[src/design/asr_pkg.sv]
// Package: constants, register map and field layout of the serial receiver
package asr_pkg;

  // ==========================================================
  // Register map (plain port, word index)
  // ==========================================================
  localparam logic [3:0] ADDR_MODE = 4'h0; // Serial mode register
  localparam logic [3:0] ADDR_BAUD = 4'h1; // Bit-time divisor k
  localparam logic [3:0] ADDR_RXBUF = 4'h2; // Receive buffer
  localparam logic [3:0] ADDR_STAT = 4'h3; // Receive error status

  // ==========================================================
  // Reset values
  // ==========================================================
  localparam logic [7:0] MODE_RST = 8'h00; // Receiver off
  localparam logic [4:0] BAUD_RST = 5'h10; // k = 16
  localparam logic [7:0] RXBUF_RST = 8'h00; // Empty buffer
  localparam logic [2:0] STAT_RST = 3'h0; // No errors

  // ==========================================================
  // Error status bit positions (values 04H, 02H, 01H)
  // ==========================================================
  localparam int STAT_PAR_BIT = 2; // Parity error
  localparam int STAT_FRM_BIT = 1; // Framing error
  localparam int STAT_OVR_BIT = 0; // Overrun error

  // ==========================================================
  // Counter widths and character sizes
  // ==========================================================
  localparam int BAUD_W = 5; // 5-bit baud counter
  localparam int PRESC_W = 3; // Serial clock prescaler
  localparam logic [2:0] LAST_BIT_7 = 3'h6; // Index of 7th bit
  localparam logic [2:0] LAST_BIT_8 = 3'h7; // Index of 8th bit

  // ==========================================================
  // Types
  // ==========================================================
  // Parity modes
  typedef enum logic [1:0]
  {
    PAR_NONE = 2'h0,
    PAR_ZERO = 2'h1,
    PAR_ODD = 2'h2,
    PAR_EVEN = 2'h3
  } asr_par_e;

  // Serial mode register layout, bit 7 down to bit 0
  typedef struct packed
  {
    logic [1:0] clk_sel; // Serial clock divide 1/2/4/8
    logic rx_en; // Bit 5: receive enable
    asr_par_e parity; // Parity mode
    logic len8; // 1: 8-bit characters, 0: 7-bit
    logic stop2; // Two stop bits configured
    logic error_completion_irq_select; // Bit 0: completion irq on error frames
  } asr_mode_s;

endpackage : asr_pkg

[src/design/asr_bit_timer.sv]
// Bit timer: 5-bit baud counter producing a sampling strobe
`timescale 1ns/1ps
`default_nettype none

module asr_bit_timer #(
  parameter int W = 5
) (
  input wire logic clk_i,
  input wire logic rst_n_i,
  input wire logic tick_i,
  input wire logic restart_i,
  input wire logic [W-1:0] limit_i,
  output logic strobe_o
);

  // ==========================================================
  // Counter
  // ==========================================================
  logic [W-1:0] cnt_q; // Serial clock ticks seen in this period

  // Count serial clock ticks; restart reinitialises the count
  always_ff @(posedge clk_i or negedge rst_n_i)
  begin
    if (!rst_n_i)
    begin
      cnt_q <= '0;
    end
    else if (restart_i)
    begin
      cnt_q <= '0;
    end
    else if (tick_i)
    begin
      // Wrap at the limit so strobes repeat every limit ticks
      if (cnt_q == limit_i - W'(1))
      begin
        cnt_q <= '0;
      end
      else
      begin
        cnt_q <= cnt_q + W'(1);
      end
    end
  end

  // Registered one-cycle strobe at end of each period
  always_ff @(posedge clk_i or negedge rst_n_i)
  begin
    if (!rst_n_i)
    begin
      strobe_o <= 1'b0;
    end
    else
    begin
      strobe_o <= !restart_i && tick_i && (cnt_q == limit_i - W'(1));
    end
  end

endmodule : asr_bit_timer

`default_nettype wire

[src/design/asr_receiver.sv]
// Top: asynchronous serial receiver with register port
// Functional notes
// - Receive only while enable bit set
// - Sample with serial clock chosen by mode
// - Low input starts half-bit timer
// - Still low at half-bit: start, else ignore
// - Frame ends after first stop bit
// - Completed frame to buffer, completion irq
// - Error frames buffered; completion irq if selected
// - Clearing enable aborts silently
// - Any error flag raises error irq
// - Error irq precedes completion irq
// - Buffer read or next frame clears status
// - Parity mismatch reports 04H
// - Low stop bit reports 02H
// - Unread buffer overwritten reports 01H
// - Even/odd parity count check
// - Zero parity never checked
// - 7-bit characters read MSB zero
// - Frame format taken from mode fields
`timescale 1ns/1ps
`default_nettype none

module asr_receiver (
  input wire logic CLK_I,
  input wire logic RESETN_I,
  input wire logic RXD_I,
  input wire logic [3:0] ADDR_I,
  input wire logic [7:0] WDATA_I,
  input wire logic WR_I,
  input wire logic RD_I,
  output logic [7:0] RDATA_O,
  output logic CMP_IRQ_O,
  output logic ERR_IRQ_O
);

  // ==========================================================
  // Declarations
  // ==========================================================
  typedef enum logic [2:0] {S_IDLE, S_START, S_DATA, S_PAR, S_STOP} asr_st_e;

  asr_pkg::asr_mode_s mode_q; // Serial mode register
  logic [4:0] baud_q; // Divisor k
  logic [7:0] rxbuf_q; // Receive buffer
  logic [2:0] stat_q; // Error status flags
  logic full_q; // Buffer holds unread data
  logic rx_s1_q; // Synchroniser stage 1
  logic rx_s2_q; // Synchronised receive input
  asr_st_e st_q; // Receiver state
  logic [7:0] shf_q; // Receive shift register
  logic [2:0] bit_q; // Data bit index
  logic par_err_q; // Parity check result
  logic cmp_pend_q; // Completion irq waits one cycle
  logic [asr_pkg::PRESC_W-1:0] presc_q; // Prescaler count
  logic tick; // Serial clock enable
  logic [asr_pkg::PRESC_W-1:0] presc_mask; // Prescaler terminal mask
  logic restart; // Reinit bit timer
  logic [4:0] limit; // Half or full bit period
  logic strobe; // Sampling strobe
  logic done; // Frame complete this cycle
  logic frm_err; // Stop bit sampled low
  logic any_err; // Frame has an error
  logic buf_rd; // Software reads buffer
  logic [2:0] last_bit; // Last data bit index
  logic par_bit_err; // Parity check of sampled bit

  // ==========================================================
  // Input synchroniser
  // ==========================================================
  // Two flops; only the second is looked at
  always_ff @(posedge CLK_I or negedge RESETN_I)
  begin
    if (!RESETN_I)
    begin
      rx_s1_q <= 1'b1;
      rx_s2_q <= 1'b1;
    end
    else
    begin
      rx_s1_q <= RXD_I;
      rx_s2_q <= rx_s1_q;
    end
  end

  // ==========================================================
  // Serial clock prescaler
  // ==========================================================
  // Mask picks divide by 1, 2, 4 or 8
  always_comb
  begin
    case (mode_q.clk_sel)
      2'h0: presc_mask = 3'h0;
      2'h1: presc_mask = 3'h1;
      2'h2: presc_mask = 3'h3;
      default: presc_mask = 3'h7;
    endcase
  end

  assign tick = (presc_q & presc_mask) == presc_mask;

  // Free-running prescaler count
  always_ff @(posedge CLK_I or negedge RESETN_I)
  begin
    if (!RESETN_I)
    begin
      presc_q <= '0;
    end
    else
    begin
      presc_q <= presc_q + 3'h1;
    end
  end

  // ==========================================================
  // Bit timer
  // ==========================================================
  // Half period while qualifying the start bit, full otherwise
  assign limit = (st_q == S_START) ? {1'b0, baud_q[4:1]} : baud_q;
  assign restart = (st_q == S_IDLE) || (st_q == S_START && strobe);

  asr_bit_timer #(.W(asr_pkg::BAUD_W)) u_timer (
    .clk_i(CLK_I),
    .rst_n_i(RESETN_I),
    .tick_i(tick),
    .restart_i(restart),
    .limit_i(limit),
    .strobe_o(strobe)
  );

  // ==========================================================
  // Frame decode helpers
  // ==========================================================
  assign last_bit = mode_q.len8 ? asr_pkg::LAST_BIT_8 : asr_pkg::LAST_BIT_7;
  assign done = (st_q == S_STOP) && strobe && mode_q.rx_en;
  assign frm_err = !rx_s2_q;
  assign any_err = par_err_q || frm_err || full_q;
  assign buf_rd = RD_I && (ADDR_I == asr_pkg::ADDR_RXBUF);

  // Odd count of ones is an error for even parity and vice versa
  always_comb
  begin
    case (mode_q.parity)
      asr_pkg::PAR_EVEN: par_bit_err = ^{shf_q, rx_s2_q};
      asr_pkg::PAR_ODD: par_bit_err = ~^{shf_q, rx_s2_q};
      default: par_bit_err = 1'b0;
    endcase
  end

  // ==========================================================
  // Receive state machine
  // ==========================================================
  // Clearing enable drops straight back to idle, nothing stored
  always_ff @(posedge CLK_I or negedge RESETN_I)
  begin
    if (!RESETN_I)
    begin
      st_q <= S_IDLE;
      bit_q <= '0;
      shf_q <= '0;
      par_err_q <= 1'b0;
    end
    else if (!mode_q.rx_en)
    begin
      st_q <= S_IDLE;
    end
    else
    begin
      case (st_q)
        // Wait for line low
        S_IDLE:
        begin
          if (!rx_s2_q)
          begin
            st_q <= S_START;
          end
        end
        // Requalify at half bit; a glitch is dropped
        S_START:
        begin
          if (strobe)
          begin
            st_q <= rx_s2_q ? S_IDLE : S_DATA;
            bit_q <= '0;
            shf_q <= '0;
            par_err_q <= 1'b0;
          end
        end
        // LSB first, shifted in from the top
        S_DATA:
        begin
          if (strobe)
          begin
            shf_q <= {rx_s2_q, shf_q[7:1]};
            bit_q <= bit_q + 3'h1;
            if (bit_q == last_bit)
            begin
              // Format read from mode fields per frame
              if (mode_q.parity == asr_pkg::PAR_NONE)
              begin
                st_q <= S_STOP;
              end
              else
              begin
                st_q <= S_PAR;
              end
            end
          end
        end
        // Parity bit received even in zero-parity mode
        S_PAR:
        begin
          if (strobe)
          begin
            par_err_q <= par_bit_err;
            st_q <= S_STOP;
          end
        end
        // Only the first stop bit is sampled
        S_STOP:
        begin
          if (strobe)
          begin
            st_q <= S_IDLE;
          end
        end
        default:
        begin
          st_q <= S_IDLE;
        end
      endcase
    end
  end

  // ==========================================================
  // Receive buffer and status
  // ==========================================================
  // 7-bit data sits right-aligned with bit 7 forced low
  always_ff @(posedge CLK_I or negedge RESETN_I)
  begin
    if (!RESETN_I)
    begin
      rxbuf_q <= asr_pkg::RXBUF_RST;
    end
    else if (done)
    begin
      rxbuf_q <= mode_q.len8 ? shf_q : {1'b0, shf_q[7:1]};
    end
  end

  // Unread flag; a new frame wins over a same-cycle read
  always_ff @(posedge CLK_I or negedge RESETN_I)
  begin
    if (!RESETN_I)
    begin
      full_q <= 1'b0;
    end
    else if (done)
    begin
      full_q <= 1'b1;
    end
    else if (buf_rd)
    begin
      full_q <= 1'b0;
    end
  end

  // Status rewritten by each frame, cleared by buffer read
  always_ff @(posedge CLK_I or negedge RESETN_I)
  begin
    if (!RESETN_I)
    begin
      stat_q <= asr_pkg::STAT_RST;
    end
    else if (done)
    begin
      stat_q[asr_pkg::STAT_PAR_BIT] <= par_err_q;
      stat_q[asr_pkg::STAT_FRM_BIT] <= frm_err;
      stat_q[asr_pkg::STAT_OVR_BIT] <= full_q;
    end
    else if (buf_rd)
    begin
      stat_q <= '0;
    end
  end

  // ==========================================================
  // Interrupt pulses
  // ==========================================================
  // Error frames: error pulse first, completion one cycle later only if error_completion_irq_select is set
  always_ff @(posedge CLK_I or negedge RESETN_I)
  begin
    if (!RESETN_I)
    begin
      ERR_IRQ_O <= 1'b0;
      CMP_IRQ_O <= 1'b0;
      cmp_pend_q <= 1'b0;
    end
    else
    begin
      ERR_IRQ_O <= done && any_err;
      cmp_pend_q <= done && any_err && mode_q.error_completion_irq_select;
      CMP_IRQ_O <= (done && !any_err) || cmp_pend_q;
    end
  end

  // ==========================================================
  // Register port
  // ==========================================================
  // Software writes of mode and divisor
  always_ff @(posedge CLK_I or negedge RESETN_I)
  begin
    if (!RESETN_I)
    begin
      mode_q <= asr_pkg::MODE_RST;
      baud_q <= asr_pkg::BAUD_RST;
    end
    else if (WR_I)
    begin
      if (ADDR_I == asr_pkg::ADDR_MODE)
      begin
        mode_q <= WDATA_I;
      end
      if (ADDR_I == asr_pkg::ADDR_BAUD)
      begin
        baud_q <= WDATA_I[4:0];
      end
    end
  end

  // Read data valid in the cycle after the strobe only
  always_ff @(posedge CLK_I or negedge RESETN_I)
  begin
    if (!RESETN_I)
    begin
      RDATA_O <= 8'h00;
    end
    else if (RD_I)
    begin
      case (ADDR_I)
        asr_pkg::ADDR_MODE: RDATA_O <= mode_q;
        asr_pkg::ADDR_BAUD: RDATA_O <= {3'h0, baud_q};
        asr_pkg::ADDR_RXBUF: RDATA_O <= rxbuf_q;
        asr_pkg::ADDR_STAT: RDATA_O <= {5'h00, stat_q};
        default: RDATA_O <= 8'h00; // Unmapped reads zero
      endcase
    end
    else
    begin
      RDATA_O <= 8'h00;
    end
  end

  // ==========================================================
  // Assertions
  // ==========================================================
  a_sync_two_stage: assert property (@(posedge CLK_I) disable iff (!RESETN_I)
    1'b1 |-> ##2 rx_s2_q == $past(RXD_I, 2))
    else $error("receive input not synchronised in two stages");

  a_disabled_idle: assert property (@(posedge CLK_I) disable iff (!RESETN_I)
    // A completion owed by a frame that ended before the clear still fires
    (!mode_q.rx_en && !cmp_pend_q)
      |=> st_q == S_IDLE && !CMP_IRQ_O && !ERR_IRQ_O)
    else $error("receiver active while disabled");

  a_abort_silent: assert property (@(posedge CLK_I) disable iff (!RESETN_I)
    // A software buffer read may still clear status during the abort
    (st_q != S_IDLE && !mode_q.rx_en && !buf_rd)
      |=> $stable(rxbuf_q) && $stable(stat_q))
    else $error("abort changed buffer or status");

  a_false_start: assert property (@(posedge CLK_I) disable iff (!RESETN_I)
    (st_q == S_START && strobe && rx_s2_q && mode_q.rx_en)
      |=> st_q == S_IDLE)
    else $error("high level at half bit accepted as start");

  a_err_then_cmp: assert property (@(posedge CLK_I) disable iff (!RESETN_I)
    (done && any_err) |=> ERR_IRQ_O && !CMP_IRQ_O
      ##1 CMP_IRQ_O == $past(mode_q.error_completion_irq_select, 2))
    else $error("error/completion irq order wrong");

  a_clean_cmp: assert property (@(posedge CLK_I) disable iff (!RESETN_I)
    (done && !any_err) |=> CMP_IRQ_O && !ERR_IRQ_O)
    else $error("clean frame missing completion irq");

  a_status_codes: assert property (@(posedge CLK_I) disable iff (!RESETN_I)
    done |=> stat_q == {$past(par_err_q), $past(frm_err), $past(full_q)})
    else $error("status code does not match frame errors");

  a_read_clears: assert property (@(posedge CLK_I) disable iff (!RESETN_I)
    (buf_rd && !done) |=> stat_q == 3'h0 && !full_q)
    else $error("buffer read did not clear status");

  a_zero_par: assert property (@(posedge CLK_I) disable iff (!RESETN_I)
    (st_q == S_PAR && strobe && mode_q.parity == asr_pkg::PAR_ZERO)
      |=> !par_err_q)
    else $error("zero parity produced an error");

  a_seven_msb: assert property (@(posedge CLK_I) disable iff (!RESETN_I)
    (done && !mode_q.len8) |=> !rxbuf_q[7])
    else $error("7-bit character with MSB set");

endmodule : asr_receiver

`default_nettype wire

[config.mk]
export PLATFORM = sky130hd
export DESIGN_NAME = asr_receiver
export DESIGN_NICKNAME = d
export VERILOG_FILES = /design/src/design/asr_pkg.sv /design/src/design/asr_bit_timer.sv /design/src/design/asr_receiver.sv
export SDC_FILE = /design/constraint.sdc
export NUM_CORES = 1
export LEC_CHECK = 0
export BUFFER_PORTS_ARGS = -buffer_cell sky130_fd_sc_hd__buf_2
export CAP_MARGIN = 20
export CORE_UTILIZATION = 45
export CTS_CLUSTER_SIZE = 16
export DETAILED_ROUTE_END_ITERATION = 10
export PLACE_DENSITY = 0.68
export SETUP_SLACK_MARGIN = 0.4
export SLEW_MARGIN = 20
export SYNTH_ARGS = -nofsm -noshare
export SYNTH_HDL_FRONTEND = slang
export SYNTH_SLANG_ARGS = --single-unit
[constraint.sdc]
create_clock -name CLK_I -period 2.42 [get_ports CLK_I]
set_input_delay 0.484 -clock CLK_I [delete_from_list [all_inputs] [get_ports CLK_I]]
set_output_delay 0.484 -clock CLK_I [all_outputs]
set_load 0.005 [all_outputs]
==> flow_metrics.env, run 1 <==
export IMPL_status="complete, no violations"
export IMPL_drv_slew=0
export IMPL_fmax_mhz=525
export IMPL_netlist_area_sq_mm=0.00321
export IMPL_die_w_microns=86.5
export IMPL_rows=30
export IMPL_fill_cells=611
export IMPL_reg2reg_slack_ns=0.52
export IMPL_maxSlewHeadroom_pct=61.0
export IMPL_ys_warn_count=0
export IMPL_critical_path_peak_fanout=6
export IMPL_ys_types=57
export IMPL_crit_path_start_kind="flip-flop"
export IMPL_cp_required_ns=2.67
export IMPL_dr_pass1_iters=5
export IMPL_worstPathArrival_ns=2.16
export IMPL_wirelength_microns=6640
export IMPL_cts_tree="done"
export IMPL_drt_iter0_drc=143
export IMPL_netSwitchingFraction_pct=30.4
export IMPL_worstRegToRegCells=5
export IMPL_hold_viol_final=0
export IMPL_peakVddDrop_v=0.000318
export IMPL_clkSinkCount=62
export IMPL_initial_utilization_pct=47.0
export IMPL_syn_inst=296
export IMPL_grt_pass1_vias=2175
export IMPL_p_leak_nw=1.73
export IMPL_end_kind="flip-flop"
export IMPL_final_setup_tns_ns=0
export IMPL_rsz0062_at_grt="no"
export IMPL_cap_violations=0
export IMPL_grt_max_degree=39
export IMPL_hold_class="input pin to asynchronous set/reset pin"
export IMPL_power_density_mw_per_mm2=827
export IMPL_drive_gt1_share_pct=21.5
export IMPL_synth_top_flop_cell="dfrtp_1"
export IMPL_tightestPinTransition_ns=0.585
export IMPL_grt_overflow=0
export IMPL_dieArea_sq_mm=0.00748
export IMPL_via_count=2330
export IMPL_port_buffers=26
export IMPL_clockBufferDepth=2
export IMPL_synth_seq_cells=62
export IMPL_clock_skew_ns=0.00615
export IMPL_cp_cell_sequence="or3b_4, a2111oi_4, a311oi_1, and4_4, a311oi_2"
export IMPL_n_antenna_cell=0
export IMPL_clkTransAtPathRegs_ns=0.07
export IMPL_cts_made_buffers=9
export IMPL_synthArstFlopShare_pct=100
export IMPL_finalCritPeriodShare_pct=78.6
export IMPL_fin_crit_ns=1.90
export IMPL_crit_slowest_cell="or3b_4"
export IMPL_crit_type="flip-flop to flip-flop"
export IMPL_clockRootBuffer="clkbuf_8"
export IMPL_clockPowerShare_pct=34.4
export IMPL_htree_levels=3
export IMPL_grt_pass1_wl_microns=10900
export IMPL_wire_per_inst_microns=15.6
export IMPL_setup_viol_count_final=0
export IMPL_design_area_sq_mm=0.00371
export IMPL_final_common_cell="dfrtp_1"
export IMPL_via_per_inst=5.46
export IMPL_drc_errors=0
export IMPL_antenna_found_initial=0
export IMPL_critical_path_buf_inv_count=0
export IMPL_power_frac_comb_pct=24.1
export IMPL_critPathMaxStageDelay_ns=0.46
export IMPL_power_switching_w=0.000932
export IMPL_syn_nets=316
export IMPL_syn2layout_area_growth_pct=15.5
export IMPL_placed_area_sq_mm=0.00346
export IMPL_coreArea_sq_mm=0.00683
export IMPL_intPower_w=0.00214
export IMPL_r2r_start="st_q[2]"
export IMPL_dp_hpwl_microns=4790
export IMPL_grt_use_total_pct=19.8
export IMPL_ant_nets=0
export IMPL_clk_latency_ns=0.34
export IMPL_ios=27
export IMPL_nets=346
export IMPL_rr_endpoint="u_timer.cnt_q[0]"
export IMPL_gp_congestion=0.815
export IMPL_syn_avg_cell_area_sq_um=10.9
export IMPL_path_delay_family="simple AND/OR/NAND/NOR gates"
export IMPL_p_total_w=0.00307
export IMPL_synth_edff_count=0
export IMPL_synth_seq_area_share_pct=48.4
export IMPL_fin_util_pct=54.3
export IMPL_die_h_microns=86.5
export IMPL_power_frac_seq_pct=41.5
export IMPL_final_cell_mix="57 x dfrtp_1, 26 x nor2_1, 26 x buf_2"
layout make-up:
| type | instances | area (sq um) | area share [%] |
|---|---|---|---|
| flip-flops and latches | 62 | 1560 | 42.0 |
| multi-input cells | 211 | 1550 | 41.9 |
| repair buffers | 37 | 225 | 6.07 |
| clock buffers | 13 | 169 | 4.55 |
| well taps | 96 | 120 | 3.24 |
| clock inverters | 3 | 65.1 | 1.75 |
| inverters | 5 | 18.8 | 0.506 |
logic make-up (layout without fill, tap and decap cells):
family / Yosys count / in the layout / share of synthesized area [%]
adders and majority gates: 3 / 3 / 1.17
AOI/OAI and AO/OA: 60 / 60 / 14.1
and+or+nand+nor: 97 / 97 / 16.9
xor gates and xnor gates: 19 / 19 / 5.18
DFF: 62 / 62 / 48.4
buffers and inverters: 23 / 58 / 3.31
muxes: 32 / 32 / 10.9
worst max path at each step:
stage | startpoint | end | slack, ns | depth (start not counted)
2_1_floorplan | ADDR_I[1] | mode_q[0] | 0.40 | 4
3_3_place_gp | st_q[2] | u_timer.cnt_q[0] | 0.43 | 5
3_5_place_dp | st_q[2] | u_timer.cnt_q[0] | 0.37 | 5
4_1_cts | st_q[2] | u_timer.cnt_q[0] | 0.43 | 5
5_1_grt | baud_q[2] | u_timer.cnt_q[0] | 0.41 | 5
6_report | st_q[2] | u_timer.cnt_q[0] | 0.52 | 5
flip-flops by register name, summed over array words and instances, names as in the netlist:
register          cells
stat_q                3
RDATA_O               8
bit_q                 3
CMP_IRQ_O             1
mode_q                8
rxbuf_q               8
par_err_q             1
rx_s2_q               1
rx_s1_q               1
st_q                  3
ERR_IRQ_O             1
baud_q                5
presc_q               3
u_timer.cnt_q         5
u_timer.strobe_o      1
full_q                1
cmp_pend_q            1
shf_q                 8
per-stage QoR:
step,std cells,worst slack [ns],hold WS (ns)
5_1_grt,427,0.413,0.176
2_1_floorplan,296,0.402,0.188
3_3_place_gp,410,0.432,0.346
3_5_place_dp,410,0.371,0.349
4_1_cts,426,0.435,0.142
6_report,427,0.517,0.136
worst register-to-register path: cells and delay by family (launching register included):
kind	cells	cell delay, ns
flops	1	0.44
compound gates	3	0.70
simple gates	2	0.69
power groups by stage:
stage               Sequential, W  Clock (W)  Combinational, W
floorplan                 0.00121          0          0.000652
global placement          0.00129          0          0.000709
detailed placement        0.00129          0          0.000722
CTS                       0.00128    0.00108          0.000735
global route              0.00129    0.00112          0.000828
finish                    0.00127    0.00106          0.000738
Yosys cell counts (all sizes together) (2+ instances only):
| cell type | count | share of area [%] |
|---|---|---|
| a2111oi | 2 | 1.1 |
| a21o | 4 | 0.93 |
| a21oi | 11 | 1.7 |
| a22o | 11 | 3.0 |
| a311oi | 4 | 1.3 |
| a31oi | 6 | 1.2 |
| and2 | 3 | 0.58 |
| and3 | 2 | 0.39 |
| and4 | 3 | 0.90 |
| buf | 8 | 1.6 |
| clkbuf | 10 | 1.2 |
| dfrtp | 59 | 46 |
| dfstp | 3 | 2.5 |
| ha | 3 | 1.2 |
| inv | 5 | 0.58 |
| mux2 | 14 | 4.9 |
| mux2i | 17 | 5.3 |
| nand2 | 12 | 1.4 |
| nand2b | 8 | 1.6 |
| nand3 | 4 | 0.62 |
| nand3b | 2 | 0.47 |
| nand4 | 4 | 0.78 |
| nor2 | 26 | 3.0 |
| nor2b | 5 | 0.97 |
| nor3 | 12 | 2.0 |
| nor3b | 5 | 1.5 |
| o2111ai | 2 | 0.55 |
| o21a | 2 | 0.47 |
| o21ai | 7 | 1.1 |
| o22a | 2 | 0.55 |
| or3 | 5 | 0.97 |
| or4bb | 2 | 0.70 |
| xnor2 | 13 | 3.5 |
| xor2 | 6 | 1.6 |
metal layers:
metal | global-route usage [%] | vias to the layer above | part of all wire (%)
met3 | 6.48 | 6 | 4.1
met5 | 0 | - | 0
li1 | - | 1148 | -
met1 | 27.0 | 1132 | 49
met2 | 29.9 | 44 | 46
met4 | 6.36 | 0 | 0.89
timing repair:
| action | in CTS | in global routing |
|---|---|---|
| hold endpoints to repair | 0 | 0 |
| setup buffers | 0 | 1 |
| pin swaps | 0 | 0 |
| gates resized for setup | 1 | 2 |
| endpoints found under the setup margin | 2 | 4 |
| hold buffers | 0 | 0 |
Power figures use the tool's default switching activity.
==> inputs of run 2 (changes only) <==
==> constraint.sdc (replaced) <==
create_clock -name CLK_I -period 1.9 [get_ports CLK_I]
set_input_delay 0.38 -clock CLK_I [delete_from_list [all_inputs] [get_ports CLK_I]]
set_output_delay 0.38 -clock CLK_I [all_outputs]
set_load 0.005 [all_outputs]
==> flow_metrics.env, run 2 (same netlist as run 1, synthesis figures left out) <==
export IMPL_dp_cells=415
export IMPL_p_leak_nw=1.84
export IMPL_wire_per_inst_microns=16.0
export IMPL_regArea_sq_mm=0.00156
export IMPL_power_density_mw_per_mm2=1010
export IMPL_syn2layout_area_growth_pct=23.6
export IMPL_critical_path_peak_fanout=6
export IMPL_dieArea_sq_mm=0.00748
export IMPL_p_total_w=0.00401
export IMPL_hold_viol_final=0
export IMPL_coreArea_sq_mm=0.00683
export IMPL_setup_viol_count_final=0
export IMPL_dr_pass1_iters=4
export IMPL_n_antenna_cell=0
export IMPL_initial_utilization_pct=47.0
export IMPL_drt_iter0_drc=82
export IMPL_multi_input_area_sq_mm=0.00168
export IMPL_antenna_found_initial=0
export IMPL_cp_required_ns=2.19
export IMPL_dp_hpwl_microns=4740
export IMPL_drive_gt1_share_pct=31.1
export IMPL_final_cell_mix="59 x dfrtp_1, 26 x buf_2, 23 x nor2_1"
export IMPL_startpoint="st_q[2]"
export IMPL_fin_crit_ns=1.78
export IMPL_grt_pass1_wl_microns=11800
export IMPL_maxSlewHeadroom_pct=75.5
export IMPL_r2r_start="st_q[2]"
export IMPL_cap_violations=0
export IMPL_grt_max_degree=63
export IMPL_crit_type="flip-flop to flip-flop"
export IMPL_ant_nets=0
export IMPL_cts_made_buffers=9
export IMPL_clockBufferDepth=2
export IMPL_via_per_inst=5.44
export IMPL_clock_skew_ns=0.00968
export IMPL_holdWs_ns=0.0356
export IMPL_final_setup_tns_ns=0
export IMPL_cts_hold_buf=0
export IMPL_finalCritPeriodShare_pct=93.6
export IMPL_clk_latency_ns=0.34
export IMPL_drv_slew=0
export IMPL_grt_pass1_vias=2369
export IMPL_rows=30
export IMPL_nets=359
export IMPL_grt_use_total_pct=21.1
export IMPL_port_buffers=26
export IMPL_ios=27
export IMPL_cts_tree="done"
export IMPL_worstPathArrival_ns=2.07
export IMPL_wirelength_microns=7060
export IMPL_rsz0062_at_grt="yes"
export IMPL_gp_congestion=0.838
export IMPL_htree_levels=3
export IMPL_hold_class="input pin to asynchronous set/reset pin"
export IMPL_grt_overflow=0
export IMPL_clkTransAtPathRegs_ns=0.08
export IMPL_die_h_microns=86.5
export IMPL_via_count=2392
export IMPL_clkSinkCount=62
export IMPL_drc_errors=0
export IMPL_peakVddDrop_v=0.000353
export IMPL_final_common_cell="dfrtp_1"
export IMPL_fmax_mhz=562
export IMPL_end_kind="flip-flop"
export IMPL_die_w_microns=86.5
export IMPL_fill_cells=581
export IMPL_crit_path_start_kind="flip-flop"
export IMPL_clockRootBuffer="clkbuf_8"
export IMPL_fin_cells=440
export IMPL_status="complete, no violations"
export IMPL_worstRegToRegCells=5
export IMPL_tightestPinTransition_ns=0.368
run 2: cell count changes in the layout (fill, tap and decap cells not counted), moves of 3 or more:
cell,delta
or3_1,-3
buf_6,+9
mux2_1,-7
or3_4,+3
nor2_1,-3
nor3_2,+4
nor3_1,-4
mux2_4,+7
run 2: metal layers:
layer / track usage (%) / part of all wire (%) / up-vias
met5: 0 / 0 / -
met4: 8.79 / 2.1 / 0
met3: 4.48 / 2.4 / 14
met2: 33.2 / 47 / 28
met1: 28.3 / 48 / 1181
li1: - / - / 1169
run 2: worst max-delay path, cell delays in order (launching register included):
cell and delay (ns):
dfrtp_1 0.39, or3b_4 0.45, mux2i_1 0.14, a311oi_1 0.27
and4_4 0.30, and4_1 0.17
run 2: timing repair:
item / 4_1_cts / 5_1_grt
setup buffers: 6 / 2
endpoints found under the hold margin: 0 / 0
setup endpoints to repair: 26 / 32
cloned: 1 / 0
pin swaps: 8 / 8
resized for setup: 9 / 16
run 2: area by class of cell:
| cell class | instances | share of cell area [%] |
|---|---|---|
| Clock inverter | 5 | 1.61 |
| Timing Repair Buffer | 50 | 9.61 |
| Clock buffer | 11 | 3.81 |
| Tap cell | 96 | 3.02 |
| Sequential cell | 62 | 39.1 |
| Inverter | 5 | 0.472 |
| Multi-Input combinational cell | 211 | 42.3 |
run 2: worst paths after layout:
kind	end	slack, ns
worst min-delay path	bit_q[2]	0.04
min in group CLK_I	rx_s1_q	0.14
worst max register to register	u_timer.strobe_o	0.12
max in group asynchronous	baud_q[4]	1.55
worst max-delay path	u_timer.strobe_o	0.12
worst min register to register	rx_s2_q	0.36
run 2: metrics by stage:
stage | worst slack (ns) | util, % | instance area (sq um)
final | 0.121 | 58.2 | 3970
after floorplan | 0.0732 | - | 3300
after global placement | 0.0972 | 52.4 | 3580
after CTS | 0.133 | 56.9 | 3880
after detailed placement | 0.0720 | 52.4 | 3580
after global routing | 0.0845 | 58.2 | 3970
run 2: power by group:
| group | switching, W | total, W | internal, W |
|---|---|---|---|
| clock network | 0.000559 | 0.00125 | 0.000689 |
| registers | 0.000166 | 0.00160 | 0.00144 |
| logic | 0.000596 | 0.00115 | 0.000558 |
| total | 0.00132 | 0.00401 | 0.00268 |
==> inputs of run 3 (changes only) <==
--- a/config.mk
+++ b/config.mk
@@ -10,8 +10,10 @@
 export CORE_UTILIZATION = 45
 export CTS_CLUSTER_SIZE = 16
 export DETAILED_ROUTE_END_ITERATION = 10
-export PLACE_DENSITY = 0.68
+export HOLD_SLACK_MARGIN = 0.12
+export PLACE_DENSITY = 0.7
 export SETUP_SLACK_MARGIN = 0.4
+export SKIP_CTS_REPAIR_TIMING = 1
 export SLEW_MARGIN = 20
 export SYNTH_ARGS = -nofsm -noshare
 export SYNTH_HDL_FRONTEND = slang
==> constraint.sdc (replaced) <==
create_clock -name CLK_I -period 1.5 [get_ports CLK_I]
set_input_delay 0.3 -clock CLK_I [delete_from_list [all_inputs] [get_ports CLK_I]]
set_output_delay 0.3 -clock CLK_I [all_outputs]
set_load 0.005 [all_outputs]
==> flow_metrics.env, run 3 (same netlist as run 1, synthesis figures left out) <==
export IMPL_status="complete, but fails checks"
export IMPL_violations="negative setup slack"
export IMPL_htree_levels=3
export IMPL_hold_viol_final=0
export IMPL_hold_class="input pin to flip-flop"
export IMPL_cap_violations=0
export IMPL_crit_path_start_kind="flip-flop"
export IMPL_initial_utilization_pct=47.0
export IMPL_wirelength_microns=7650
export IMPL_power_density_mw_per_mm2=1260
export IMPL_grt_overflow=0
export IMPL_end_kind="flip-flop"
export IMPL_worst_slack_ns=-0.299
export IMPL_tightestPinTransition_ns=0.442
export IMPL_setup_viol_count_final=21
export IMPL_final_cell_mix="56 x dfrtp_1, 34 x buf_4, 25 x buf_2"
export IMPL_clk_latency_ns=0.35
export IMPL_worstPathArrival_ns=2.08
export IMPL_fin_crit_ns=1.80
export IMPL_dp_hpwl_microns=5280
export IMPL_final_common_cell="dfrtp_1"
export IMPL_critical_path_peak_fanout=5
export IMPL_drt_iter0_drc=160
export IMPL_finalCritPeriodShare_pct=120
export IMPL_fmax_mhz=556
export IMPL_rsz0062_at_grt="yes"
export IMPL_port_buffers=26
export IMPL_coreArea_sq_mm=0.00683
export IMPL_fin_cells=464
export IMPL_maxSlewHeadroom_pct=70.5
export IMPL_design_area_sq_mm=0.00426
export IMPL_die_h_microns=86.5
export IMPL_dr_pass1_iters=4
export IMPL_rows=30
export IMPL_dieArea_sq_mm=0.00748
export IMPL_via_count=2539
export IMPL_fin_util_pct=62.4
export IMPL_cp_required_ns=1.78
export IMPL_dp_cells=436
export IMPL_nets=383
export IMPL_drive_gt1_share_pct=38.9
export IMPL_final_setup_tns_ns=-2.36
export IMPL_drc_errors=0
export IMPL_syn2layout_area_growth_pct=32.6
export IMPL_via_per_inst=5.47
export IMPL_worstHoldPathCells=2
export IMPL_wire_per_inst_microns=16.5
export IMPL_drv_slew=0
export IMPL_grt_max_degree=21
export IMPL_ant_nets=0
export IMPL_crit_type="flip-flop to flip-flop"
export IMPL_antenna_found_initial=0
export IMPL_clkSinkCount=62
export IMPL_clockRootBuffer="clkbuf_8"
export IMPL_placed_area_sq_mm=0.00380
export IMPL_cts_made_buffers=9
export IMPL_n_antenna_cell=0
export IMPL_cts_tree="done"
export IMPL_grt_pass1_wl_microns=12200
export IMPL_clkTransAtPathRegs_ns=0.07
export IMPL_clock_skew_ns=0.00853
export IMPL_peakVddDrop_v=0.000523
export IMPL_ios=27
export IMPL_worstRegToRegCells=5
export IMPL_p_leak_nw=1.96
export IMPL_die_w_microns=86.5
export IMPL_p_total_w=0.00539
export IMPL_gp_congestion=0.870
export IMPL_grt_use_total_pct=22.1
export IMPL_grt_pass1_vias=2431
export IMPL_clockBufferDepth=2
-- run 3: cell count changes in the layout (fill, tap and decap cells not counted), moves of 2 or more --
cell / before / now
buf_4: 12 / 34
a21oi_1: 10 / 4
mux2_4: 7 / 9
dfrtp_2: 0 / 3
inv_6: 2 / 0
xnor2_2: 0 / 2
a21oi_2: 1 / 7
xnor2_1: 13 / 11
dfrtp_1: 59 / 56
clkbuf_1: 0 / 2
dlygate4sd3_1: 0 / 2
-- run 3: final cells by class --
| class | count | area [sq um] |
|---|---|---|
| Clock buffer | 12 | 145 |
| Fill cell | 554 | 2570 |
| Timing Repair Buffer | 74 | 596 |
| Clock inverter | 4 | 72.6 |
| Sequential cell | 62 | 1560 |
| Multi-Input combinational cell | 211 | 1750 |
| Inverter | 5 | 18.8 |
| Tap cell | 96 | 120 |
-- run 3: power breakdown --
group | switching [W] | internal, W | total (W)
clock network | 0.000652 | 0.000979 | 0.00163
logic | 0.000844 | 0.000889 | 0.00173
registers | 0.000197 | 0.00182 | 0.00202
-- run 3: per-layer routing --
layer	routed length [microns]	track usage [%]	vias up
met4	187	10.9	0
li1	-	-	1216
met2	3740	35.1	59
met1	3490	27.7	1246
met3	240	6.19	18
met5	0	0	-
-- run 3: critical path, stage by stage, from the launching register on --
cell	delay, ns
dfrtp_1	0.39
or3_4	0.40
o211a_1	0.24
or3_4	0.40
nand2_4	0.11
and4_1	0.19
-- run 3: path summary, 6_finish.rpt --
kind / startpoint / to / slack, ns
max: baud_q[2] / u_timer.strobe_o / -0.30
max reg2reg: baud_q[2] / u_timer.strobe_o / -0.30
min: WDATA_I[5] / mode_q[5] / 0.19
min in group asynchronous: RESETN_I / rxbuf_q[2] / 0.43
min reg2reg: rx_s1_q / rx_s2_q / 0.36
max in group asynchronous: RESETN_I / mode_q[3] / 0.54
-- run 3: stage by stage --
stage | setup WS [ns] | hold slack, ns
finish | -0.299 | 0.185
global placement | -0.278 | 0.260
floorplan | -0.327 | 0.00441
CTS | -0.399 | -0.120
detailed placement | -0.324 | 0.268
global route | -0.363 | 0.177
